--- config.mk ---
export PLATFORM = sky130hd
export DESIGN_NAME = crf_core
export DESIGN_NICKNAME = d
export VERILOG_FILES = /design/src/design/crf_pkg.sv /design/src/design/crf_core.sv
export SDC_FILE = /design/constraint.sdc
export NUM_CORES = 2
export LEC_CHECK = 0
export BUFFER_PORTS_ARGS = -buffer_cell sky130_fd_sc_hd__clkbuf_2
export CORE_MARGIN = 2
export CORE_UTILIZATION = 49
export DETAILED_ROUTE_END_ITERATION = 10
export PLACE_DENSITY = 0.71
export SLEW_MARGIN = 20
export SYNTH_ARGS = -nofsm -noshare
export SYNTH_HDL_FRONTEND = slang
export SYNTH_SLANG_ARGS = --single-unit
--- constraint.sdc ---
create_clock -name aclk -period 11.97 [get_ports aclk]
set_input_delay 1.197 -clock aclk [delete_from_list [all_inputs] [get_ports aclk]]
set_output_delay 1.197 -clock aclk [all_outputs]
set_load 0.01 [all_outputs]
--- src/design/crf_pkg.sv ---
package crf_pkg;
  localparam int VW     = 25;
  localparam int AW     = 8;
  localparam int CNT_W  = 10;
  localparam int PCT_W  = 7;

  localparam logic [AW-1:0] REG_CTRL     = 8'h00;
  localparam logic [AW-1:0] REG_INIT_OFS = 8'h04;
  localparam logic [AW-1:0] REG_TDC_DLY  = 8'h08;
  localparam logic [AW-1:0] REG_ACT_DLY  = 8'h0C;
  localparam logic [AW-1:0] REG_QR_WIDTH = 8'h10;
  localparam logic [AW-1:0] REG_STATUS   = 8'h14;
  localparam logic [AW-1:0] REG_IOUT     = 8'h18;
  localparam logic [AW-1:0] REG_TARGET   = 8'h1C;

  localparam int CTRL_CORE_EXT = 0;
  localparam int CTRL_COMP_EXT = 1;
  localparam int CTRL_PCT_LSB  = 8;

  localparam logic [31:0] CTRL_RST     = 32'h0000_6400;
  localparam logic [31:0] INIT_OFS_RST = 32'h0000_0000;
  localparam logic [15:0] TDC_DLY_RST  = 16'h00C8;
  localparam logic [15:0] ACT_DLY_RST  = 16'h00C8;
  localparam logic [15:0] QR_WIDTH_RST = 16'h0040;

  localparam int CLK_MHZ        = 200;
  localparam int OV_FILTER_NS   = 1000;
  localparam int UV_FILTER_NS   = 3000;
  localparam int SUPPLY_LOCKOUT_FILTER_NS = 3000;
  localparam logic [CNT_W-1:0] OV_CYC   = CNT_W'((OV_FILTER_NS * CLK_MHZ + 999) / 1000);
  localparam logic [CNT_W-1:0] UV_CYC   = CNT_W'((UV_FILTER_NS * CLK_MHZ + 999) / 1000);
  localparam logic [CNT_W-1:0] SUPPLY_LOCKOUT_CYC = CNT_W'((SUPPLY_LOCKOUT_FILTER_NS * CLK_MHZ + 999) / 1000);

  localparam logic signed [VW-1:0] OFS_DISABLE_UV = 25'sd300000;
  localparam logic signed [VW-1:0] EXT_OFS_BASE_UV = 25'sd1200000;
  localparam logic signed [VW-1:0] CURRENT_MONITOR_PIN_OFFSET_UV = 25'sd640000;
  localparam logic signed [VW-1:0] CURRENT_MONITOR_PIN_FULL_UV   = 25'sd3193750;
  localparam logic signed [VW-1:0] ADC_LSB_UV     = 25'sd6250;
  localparam logic [8:0]           ADC_MAX_CODE   = 9'h1FF;
  localparam logic signed [VW-1:0] OV_FLOOR_UV    = 25'sd900000;
  localparam logic signed [VW-1:0] OV_MARGIN_UV   = 25'sd325000;
  localparam logic signed [VW-1:0] UV_MARGIN_UV   = 25'sd500000;
  localparam logic signed [VW-1:0] NV_LEVEL_UV    = 25'sd0;
  localparam logic [1:0]           MAX_PHASES     = 2'h3;

  typedef enum logic [1:0] {
    OC_IDLE = 2'b00,
    OC_WAIT = 2'b01,
    OC_OFF  = 2'b10
  } crf_oc_t;

  typedef struct packed {
    logic hs_force_off;
    logic ls_force_on;
    logic ls_force_off;
  } crf_gate_t;
endpackage

--- src/design/crf_core.sv ---
// The register offsets and the AXI4-Lite register port were chosen for this implementation.
module crf_core (
  input  wire logic                   aclk,
  input  wire logic                   aresetn,
  input  wire logic [crf_pkg::AW-1:0] s_axi_awaddr,
  input  wire logic                   s_axi_awvalid,
  output logic                        s_axi_awready,
  input  wire logic [31:0]            s_axi_wdata,
  input  wire logic [3:0]             s_axi_wstrb,
  input  wire logic                   s_axi_wvalid,
  output logic                        s_axi_wready,
  output logic [1:0]                  s_axi_bresp,
  output logic                        s_axi_bvalid,
  input  wire logic                   s_axi_bready,
  input  wire logic [crf_pkg::AW-1:0] s_axi_araddr,
  input  wire logic                   s_axi_arvalid,
  output logic                        s_axi_arready,
  output logic [31:0]                 s_axi_rdata,
  output logic [1:0]                  s_axi_rresp,
  output logic                        s_axi_rvalid,
  input  wire logic                   s_axi_rready,
  input  wire logic                   enable_pin,
  input  wire logic                   config_strap_a,
  input  wire logic                   config_strap_b,
  input  wire logic                   supply_ok,
  input  wire logic                   quick_resp_trig,
  input  wire logic                   dynamic_voltage_step_up,
  input  wire logic                   dynamic_voltage_step_down,
  input  wire logic                   diode_emulation_req,
  input  wire logic [crf_pkg::VW-1:0] core_offset_input,
  input  wire logic [crf_pkg::VW-1:0] companion_offset_input,
  input  wire logic [crf_pkg::VW-1:0] output_voltage_sense,
  input  wire logic [crf_pkg::VW-1:0] voltage_code,
  input  wire logic [crf_pkg::VW-1:0] reference_uv,
  input  wire logic [crf_pkg::VW-1:0] droop_uv,
  input  wire logic [crf_pkg::VW-1:0] isum_avg_uv,
  input  wire logic [crf_pkg::VW-1:0] isum_cyc_uv,
  input  wire logic [1:0]             phase_req,
  output crf_pkg::crf_gate_t          gate,
  output logic [1:0]                  phase_count,
  output logic                        load_line_hold,
  output logic [1:0]                  dynamic_voltage_step_comp,
  output logic                        ramp_internal,
  output logic                        ramp_strap,
  output logic                        qr_pulse,
  output logic [crf_pkg::VW-1:0]      core_target_uv,
  output logic [crf_pkg::VW-1:0]      companion_offset_uv,
  output logic [crf_pkg::VW-1:0]      current_monitor_pin,
  output logic                        companion_soft_shutdown,
  output logic                        overcurrent_alert_n
);
  import crf_pkg::*;

  // Pin synchronisers
  localparam int NPIN = 8;
  logic [NPIN-1:0] pin_raw, pin_m, pin_s;
  assign pin_raw = {diode_emulation_req, dynamic_voltage_step_down, dynamic_voltage_step_up, quick_resp_trig,
                    supply_ok, config_strap_b, config_strap_a, enable_pin};
  genvar gi;
  generate
    for (gi = 0; gi < NPIN; gi++) begin : g_sync
      always_ff @(posedge aclk) begin
        if (!aresetn) begin
          pin_m[gi] <= 1'b0;
          pin_s[gi] <= 1'b0;
        end else begin
          pin_m[gi] <= pin_raw[gi];
          pin_s[gi] <= pin_m[gi];
        end
      end
    end
  endgenerate

  logic en_s, strap_a_s, strap_b_s, sup_s, qr_s, up_s, down_s, dem_s;
  assign {dem_s, down_s, up_s, qr_s, sup_s, strap_b_s, strap_a_s, en_s} = pin_s;

  logic en_q, qr_q, en_rise, qr_rise;
  always_ff @(posedge aclk) begin
    if (!aresetn) begin
      en_q <= 1'b0;
      qr_q <= 1'b0;
    end else begin
      en_q <= en_s;
      qr_q <= qr_s;
    end
  end
  assign en_rise = en_s & ~en_q;
  assign qr_rise = qr_s & ~qr_q;

  // Registers
  logic [31:0] ctrl, init_ofs;
  logic [15:0] tdc_dly, act_dly, qr_width;
  logic [8:0]  iout;
  logic        aw_hold, w_hold;
  logic [AW-1:0] aw_addr;
  logic [31:0] w_data;
  logic [3:0]  w_strb;
  logic        do_write, wr_ok;

  function automatic logic [31:0] merge(input logic [31:0] o, input logic [31:0] n,
                                        input logic [3:0] s);
    logic [31:0] r;
    r = o;
    for (int b = 0; b < 4; b++) begin
      if (s[b]) r[8*b +: 8] = n[8*b +: 8];
    end
    return r;
  endfunction

  assign s_axi_awready = ~aw_hold & ~s_axi_bvalid;
  assign s_axi_wready  = ~w_hold & ~s_axi_bvalid;
  assign s_axi_arready = ~s_axi_rvalid;
  assign do_write = aw_hold & w_hold & ~s_axi_bvalid;
  assign wr_ok = aw_addr inside {REG_CTRL, REG_INIT_OFS, REG_TDC_DLY, REG_ACT_DLY,
                                 REG_QR_WIDTH};

  always_ff @(posedge aclk) begin
    if (!aresetn) begin
      aw_hold <= 1'b0;
      w_hold <= 1'b0;
      aw_addr <= '0;
      w_data <= '0;
      w_strb <= '0;
      s_axi_bvalid <= 1'b0;
      s_axi_bresp <= 2'h0;
    end else begin
      if (s_axi_awvalid && s_axi_awready) begin
        aw_hold <= 1'b1;
        aw_addr <= s_axi_awaddr;
      end
      if (s_axi_wvalid && s_axi_wready) begin
        w_hold <= 1'b1;
        w_data <= s_axi_wdata;
        w_strb <= s_axi_wstrb;
      end
      if (do_write) begin
        aw_hold <= 1'b0;
        w_hold <= 1'b0;
        s_axi_bvalid <= 1'b1;
        s_axi_bresp <= wr_ok ? 2'h0 : 2'h2;
      end else if (s_axi_bready) begin
        s_axi_bvalid <= 1'b0;
      end
    end
  end

  always_ff @(posedge aclk) begin
    if (!aresetn) begin
      ctrl <= CTRL_RST;
      init_ofs <= INIT_OFS_RST;
      tdc_dly <= TDC_DLY_RST;
      act_dly <= ACT_DLY_RST;
      qr_width <= QR_WIDTH_RST;
    end else if (do_write) begin
      unique case (aw_addr)
        REG_CTRL:     ctrl <= merge(ctrl, w_data, w_strb);
        REG_INIT_OFS: init_ofs <= merge(init_ofs, w_data, w_strb);
        REG_TDC_DLY:  tdc_dly <= 16'(merge({16'h0, tdc_dly}, w_data, w_strb));
        REG_ACT_DLY:  act_dly <= 16'(merge({16'h0, act_dly}, w_data, w_strb));
        REG_QR_WIDTH: qr_width <= 16'(merge({16'h0, qr_width}, w_data, w_strb));
        default: ;
      endcase
    end
  end

  // Fault state
  logic ov_latch, uv_latch, supply_lockout, negative_voltage_guard;
  logic sustained_overcurrent_trip, spike_overcurrent_trip, init_ok;
  crf_oc_t oc_st, next_oc_st;
  logic [31:0] status_word;
  assign status_word = {18'h0, phase_count, dynamic_voltage_step_comp, ramp_internal, qr_pulse,
                        ~overcurrent_alert_n, oc_st == OC_OFF, sustained_overcurrent_trip,
                        spike_overcurrent_trip, supply_lockout, negative_voltage_guard,
                        uv_latch, ov_latch};

  always_ff @(posedge aclk) begin
    if (!aresetn) begin
      s_axi_rvalid <= 1'b0;
      s_axi_rdata <= '0;
      s_axi_rresp <= 2'h0;
    end else if (s_axi_arvalid && s_axi_arready) begin
      s_axi_rvalid <= 1'b1;
      s_axi_rresp <= 2'h0;
      unique case (s_axi_araddr)
        REG_CTRL:     s_axi_rdata <= ctrl;
        REG_INIT_OFS: s_axi_rdata <= init_ofs;
        REG_TDC_DLY:  s_axi_rdata <= {16'h0, tdc_dly};
        REG_ACT_DLY:  s_axi_rdata <= {16'h0, act_dly};
        REG_QR_WIDTH: s_axi_rdata <= {16'h0, qr_width};
        REG_STATUS:   s_axi_rdata <= status_word;
        REG_IOUT:     s_axi_rdata <= {23'h0, iout};
        REG_TARGET:   s_axi_rdata <= 32'(signed'(core_target_uv));
        default: begin
          s_axi_rdata <= '0;
          s_axi_rresp <= 2'h2;
        end
      endcase
    end else if (s_axi_rready) begin
      s_axi_rvalid <= 1'b0;
    end
  end

  // Straps and offsets caught at enable
  always_ff @(posedge aclk) begin
    if (!aresetn) begin
      init_ok <= 1'b0;
      dynamic_voltage_step_comp <= 2'h0;
      ramp_strap <= 1'b0;
    end else if (en_rise) begin
      init_ok <= signed'(core_offset_input) >= OFS_DISABLE_UV;
      dynamic_voltage_step_comp <= {strap_b_s, strap_a_s};
      ramp_strap <= strap_a_s;
    end
  end

  // Regulation target
  logic ext_on;
  logic signed [VW-1:0] next_target;
  assign ext_on = ctrl[CTRL_CORE_EXT] & ctrl[CTRL_COMP_EXT];
  always_comb begin
    next_target = signed'(voltage_code) - signed'(droop_uv);
    if (init_ok) next_target = next_target + signed'(init_ofs[VW-1:0]);
    if (ext_on) next_target = next_target + signed'(core_offset_input) - EXT_OFS_BASE_UV;
  end

  always_ff @(posedge aclk) begin
    if (!aresetn) begin
      core_target_uv <= '0;
      companion_offset_uv <= '0;
    end else begin
      core_target_uv <= next_target;
      companion_offset_uv <= ext_on ? VW'(signed'(companion_offset_input) - EXT_OFS_BASE_UV)
                                    : '0;
    end
  end

  // Phase, ramp and quick response
  logic [15:0] qr_cnt;
  always_ff @(posedge aclk) begin
    if (!aresetn) begin
      phase_count <= MAX_PHASES;
      load_line_hold <= 1'b0;
      ramp_internal <= 1'b0;
      qr_cnt <= '0;
      qr_pulse <= 1'b0;
    end else begin
      if (up_s) phase_count <= MAX_PHASES;
      else if (!down_s) phase_count <= phase_req;
      load_line_hold <= up_s | down_s;
      ramp_internal <= dem_s & (phase_req < MAX_PHASES);
      if (qr_rise && qr_cnt == 16'h0) qr_cnt <= qr_width;
      else if (qr_cnt != 16'h0) qr_cnt <= qr_cnt - 16'h1;
      qr_pulse <= (qr_rise && qr_cnt == 16'h0) ? (qr_width != 16'h0) : (qr_cnt > 16'h1);
    end
  end

  // Current monitor and ADC
  logic signed [VW-1:0] next_current_monitor_pin;
  assign next_current_monitor_pin = signed'(isum_avg_uv) + CURRENT_MONITOR_PIN_OFFSET_UV;
  always_ff @(posedge aclk) begin
    if (!aresetn) begin
      current_monitor_pin <= '0;
      iout <= '0;
    end else begin
      current_monitor_pin <= next_current_monitor_pin;
      if (next_current_monitor_pin <= NV_LEVEL_UV) iout <= 9'h0;
      else if (next_current_monitor_pin >= CURRENT_MONITOR_PIN_FULL_UV) iout <= ADC_MAX_CODE;
      else iout <= 9'(next_current_monitor_pin / ADC_LSB_UV);
    end
  end

  // Over-current detection
  logic [31:0] spike_thr, avg_scaled, tdc_thr;
  logic tdc_over, spike_over;
  logic [15:0] tdc_cnt, act_cnt;
  assign spike_thr = 32'(CURRENT_MONITOR_PIN_FULL_UV - CURRENT_MONITOR_PIN_OFFSET_UV);
  assign avg_scaled = 32'(isum_avg_uv) * 32'd100;
  assign tdc_thr = spike_thr * 32'(ctrl[CTRL_PCT_LSB +: PCT_W]);
  assign tdc_over = ~isum_avg_uv[VW-1] & (avg_scaled > tdc_thr);
  assign spike_over = ~isum_cyc_uv[VW-1] & (32'(isum_cyc_uv) > spike_thr);

  always_ff @(posedge aclk) begin
    if (!aresetn) begin
      tdc_cnt <= '0;
      sustained_overcurrent_trip <= 1'b0;
      spike_overcurrent_trip <= 1'b0;
    end else begin
      tdc_cnt <= tdc_over ? ((tdc_cnt == 16'hFFFF) ? tdc_cnt : tdc_cnt + 16'h1) : 16'h0;
      sustained_overcurrent_trip <= tdc_over & (tdc_cnt >= tdc_dly);
      spike_overcurrent_trip <= spike_over;
    end
  end

  always_comb begin
    next_oc_st = oc_st;
    unique case (oc_st)
      OC_IDLE: if (sustained_overcurrent_trip || spike_overcurrent_trip) next_oc_st = OC_WAIT;
      OC_WAIT: if (act_cnt >= act_dly) next_oc_st = (tdc_over || spike_over) ? OC_OFF : OC_IDLE;
      OC_OFF:  next_oc_st = OC_OFF;
      default: next_oc_st = OC_IDLE;
    endcase
    if (en_rise) next_oc_st = OC_IDLE;
  end

  always_ff @(posedge aclk) begin
    if (!aresetn) begin
      oc_st <= OC_IDLE;
      act_cnt <= '0;
      overcurrent_alert_n <= 1'b1;
    end else begin
      oc_st <= next_oc_st;
      act_cnt <= (oc_st == OC_WAIT) ? act_cnt + 16'h1 : 16'h0;
      overcurrent_alert_n <= next_oc_st == OC_IDLE;
    end
  end

  // Voltage protections
  logic signed [VW-1:0] ov_thr;
  logic ov_cond, uv_cond, lo_cond;
  logic [CNT_W-1:0] ov_cnt, uv_cnt, lo_cnt;
  assign ov_thr = (signed'(voltage_code) < OV_FLOOR_UV) ? OV_FLOOR_UV + OV_MARGIN_UV
                                                        : signed'(reference_uv) + OV_MARGIN_UV;
  assign ov_cond = signed'(output_voltage_sense) > ov_thr;
  assign uv_cond = en_s & (signed'(output_voltage_sense) <
                           signed'(reference_uv) - UV_MARGIN_UV);
  assign lo_cond = en_s & ~sup_s;

  always_ff @(posedge aclk) begin
    if (!aresetn) begin
      ov_cnt <= '0;
      uv_cnt <= '0;
      lo_cnt <= '0;
      ov_latch <= 1'b0;
      uv_latch <= 1'b0;
      supply_lockout <= 1'b0;
    end else begin
      ov_cnt <= (ov_cond && ov_cnt < OV_CYC) ? ov_cnt + 1'b1 : (ov_cond ? ov_cnt : '0);
      uv_cnt <= (uv_cond && uv_cnt < UV_CYC) ? uv_cnt + 1'b1 : (uv_cond ? uv_cnt : '0);
      lo_cnt <= (lo_cond && lo_cnt < SUPPLY_LOCKOUT_CYC) ? lo_cnt + 1'b1 : (lo_cond ? lo_cnt : '0);
      // A fault that trips in the enable cycle wins over the clear
      if (en_rise) begin
        ov_latch <= 1'b0;
        uv_latch <= 1'b0;
      end
      if (ov_cond && ov_cnt == OV_CYC - 1'b1) ov_latch <= 1'b1;
      if (uv_cond && uv_cnt == UV_CYC - 1'b1) uv_latch <= 1'b1;
      supply_lockout <= lo_cond & (lo_cnt >= SUPPLY_LOCKOUT_CYC - 1'b1);
    end
  end

  assign negative_voltage_guard = ov_latch &
                                  (signed'(output_voltage_sense) < NV_LEVEL_UV);

  // Gate control
  logic all_off;
  assign all_off = ~en_s | supply_lockout | uv_latch | (oc_st == OC_OFF);
  always_ff @(posedge aclk) begin
    if (!aresetn) begin
      gate <= '{hs_force_off: 1'b1, ls_force_on: 1'b0, ls_force_off: 1'b1};
      companion_soft_shutdown <= 1'b0;
    end else begin
      gate.hs_force_off <= all_off | ov_latch;
      gate.ls_force_on <= ~all_off & ov_latch & ~negative_voltage_guard;
      gate.ls_force_off <= all_off | (ov_latch & negative_voltage_guard);
      companion_soft_shutdown <= ov_latch | uv_latch;
    end
  end
endmodule

==> flow_summary.yaml <==
logic_synthesis:
  synthCells: 4338
  syn_avg_cell_area_um2: 8.02
  yosysUniqueCellTypes: 144
  ys_seq_area_share_pct: 22.7
  ys.flop_type: "dfxtp_1"
  async_reset_ff_share_pct: 0
  netlist_area_mm2: 0.0348
  synth_edf_count: 0
  synth-seq-cells: 394
  yosys_warnings: 0
clocking:
  ctsHoldBuffers: 0
  numCtsBuffers: 45
  clk_latency_ns: 0.63
  clk_pin_slew_ns: 0.06
  ctsHtreeMaxLevel: 2
  cts.sinks: 394
  cts_tree: "done"
  max-clock-path-buffers: 3
  root_buffer: "clkbuf_16"
placement:
  place_hpwl_um: 93300
  place_congestion: 1.01
  numPortBuffers: 395
worst_setup_path:
  worst-path-buf-inv: 14
  critPathMaxStageDelay_ns: 0.58
  cp_common_cell: "buf_4"
  cp-start-kind: "input pin"
  cp.arrival_ns: 13.09
  critPathKind: "input pin to flip-flop"
  crit_slowest_cell: "or4_4"
  critPathTopFamily: "compound AO/OA/AOI/OAI gates"
  endpoint_kind: "flip-flop"
  critPathMaxFanout: 7
  cp_data_required_time_ns: 12.49
floorplan:
  io_pins: 398
  fp.dieW_um: 270
  core_mm2: 0.0701
  floorplan.initialDensity_pct: 49.6
  num_rows: 97
  die_height_um: 270
  die-area_mm2: 0.0731
sta:
  slew_headroom_pct: 33.4
  fin_crit_sh_pct: 105
  max_slew.worst_pin.slew_ns: 0.994
  rsz0062_at_grt: "true"
  finalHoldViolCount: 0
  skew_ns: 0.0394
  final.setup.worst_slack_ns: -0.606
  fin_tns_setup_ns: -1.09
  setup_viol: 2
  max_freq_mhz: 79.5
  period_minus_slack_ns: 12.58
  drv_slew: 0
routing:
  wl_per_cell_um: 18.7
  vias_per_cell: 5.66
  post-route-drc-count: 0
  routed_wl_um: 117000
  drt_iter0_markers: 3013
  vias: 35400
  first_pass_iters: 6
  ant_nets: 0
job:
  drv_cap: 0
min_path:
  hold_class: "flip-flop to flip-flop"
global_route:
  grt.total_usage_pct: 30.8
  grt_pass1_vias: 33900
  gr-total-overflow: 0
  grt_max_degree: 124
  grt_pass1_wl_um: 183000
  antenna_found_initial: 3
cells_and_area:
  layout.nets: 5996
  area_growth_pct: 29.1
  antenna_cells: 0
  final_layout_size_suffix_gt1_share_pct: 26.3
outcome:
  outcome: "complete, but fails checks"
  violations: "setup timing"
## state kept, by name, indices dropped and copies added (netlist names), 25 cells and up
register             flops
companion_offset_uv     25
core_target_uv          25
ctrl                    32
current_monitor_pin     25
init_ofs                32
s_axi_rdata             32
w_data                  32
## per-stage QoR
stage	hold WS, ns	setup slack (ns)	cell area (um^2)	util, %	std cells
final	0.418	-0.606	44900	64.0	6261
after global routing	0.445	-1.21	44900	64.0	6261
after CTS	0.414	-0.271	44300	63.1	6242
after detailed placement	0.412	-1.38	42200	60.2	6136
after global placement	0.405	-1.15	42200	60.2	6136
after floorplan	0.397	-0.522	35000	-	4339
## synthesized netlist by cell type, types with 8 or more instances
library cell	count	area, um^2
clkbuf_1	112	420
o2111ai_1	10	87.6
o21bai_1	75	563
nand2b_1	46	288
mux2_2	16	180
nor3_1	81	405
a221oi_1	15	131
and3_1	41	257
nor4_1	33	206
dfxtp_1	394	7890
o211ai_1	23	173
nand2_1	333	1250
nor3b_1	9	67.6
and4_1	11	96.3
inv_1	365	1370
a22oi_1	55	413
nand3b_1	10	75.1
nand3_1	83	415
o21ai_1	24	120
a222oi_1	13	130
and2_1	58	363
nor2_1	505	1900
a21o_1	50	375
mux2i_1	148	1480
o21a_1	25	188
xor2_1	95	832
xnor2_1	207	1810
a31oi_1	60	375
nand4_1	50	313
or4_1	8	60.1
a211oi_1	46	345
ha_1	380	4750
nor2b_1	41	257
fa_1	60	1200
or2_2	25	156
o22ai_1	25	156
a21oi_1	338	1690
o31ai_1	18	135
buf_4	11	82.6
buf_2	19	95.1
or3_1	26	163
o21ai_0	122	611
## worst min-delay path: stages, from the launching register on
cell and delay (ns):
dfxtp_1 0.30, nand2_1 0.05, a21oi_1 0.03
## metal layers
layer | up-vias | global-route usage [%] | share of wire [%]
li1 | 17300 | - | -
met1 | 16600 | 41.8 | 45
met2 | 1280 | 50.2 | 45
met3 | 261 | 4.20 | 6.5
met4 | 2 | 10.4 | 3.6
met5 | - | 0 | 0.0085
## what timing repair did
| item | in CTS | in global routing |
|---|---|---|
| buffers inserted | 25 | 19 |
| resized for setup | 81 | 79 |
| pin swaps | 40 | 37 |
| endpoints found under the setup margin | 2 | 2 |
## kinds of logic (layout without fill, tap and decap cells)
kind of cell / after synthesis / count (layout) / synth area share [%]
AND/OR/NAND/NOR: 1415 / 1415 / 19.6
AO/OA/AOI/OAI: 1080 / 1080 / 21.4
buffers and inverters: 520 / 1502 / 5.91
adder cells (fa/ha/maj): 445 / 445 / 17.3
flip-flops: 394 / 394 / 22.7
XOR/XNOR: 309 / 309 / 7.93
multiplexers: 174 / 174 / 5.22
other: 1 / 2 / 0.0108
## path summary, 6_finish.rpt
path              cells past startpoint            start            end  slack [ns]
hold / removal                        2            dem_s  ramp_internal        0.42
hold reg to reg                       2            dem_s  ramp_internal        0.42
setup reg to reg                     38         ctrl[13]    tdc_cnt[14]        2.89
setup / recovery                     58  isum_avg_uv[15]        iout[0]       -0.61
## cell usage in the layout, fill, tap and decap left out, types with 11 or more instances in the layout
cell         n
buf_4      649
nor2_1     499
dfxtp_1    394
clkbuf_2   394
ha_1       374
inv_1      361
a21oi_1    329
nand2_1    329
xnor2_1    201
mux2i_1    148
o21ai_0    115
xor2_1      93
nand3_1     81
o21bai_1    74
nor3_1      70
fa_1        60
a31oi_1     56
and2_1      55
a22oi_1     54
nand4_1     50
a21o_1      49
nand2b_1    45
clkbuf_16   45
a211oi_1    40
nor2b_1     39
and3_1      39
o21ai_1     25
nor4_1      25
or2_2       25
or3_1       25
o21a_1      24
o211ai_1    23
o22ai_1     19
mux2_2      15
o31ai_1     15
a222oi_1    13
a221oi_1    12
xnor2_2     11
## cell type report
| class | instances | area (um^2) |
|---|---|---|
| repair buffers | 1055 | 7030 |
| fillers | 6143 | 25300 |
| multi-input cells | 3425 | 26000 |
| flip-flops and latches | 394 | 7890 |
| well taps | 940 | 1180 |
| clock inverters | 23 | 235 |
| clock buffers | 58 | 1210 |
| inverters | 366 | 1390 |
Power is left out: the tool's default activity adds up to more than one toggle a clock period on the data nets, which glitch-free logic cannot reach.
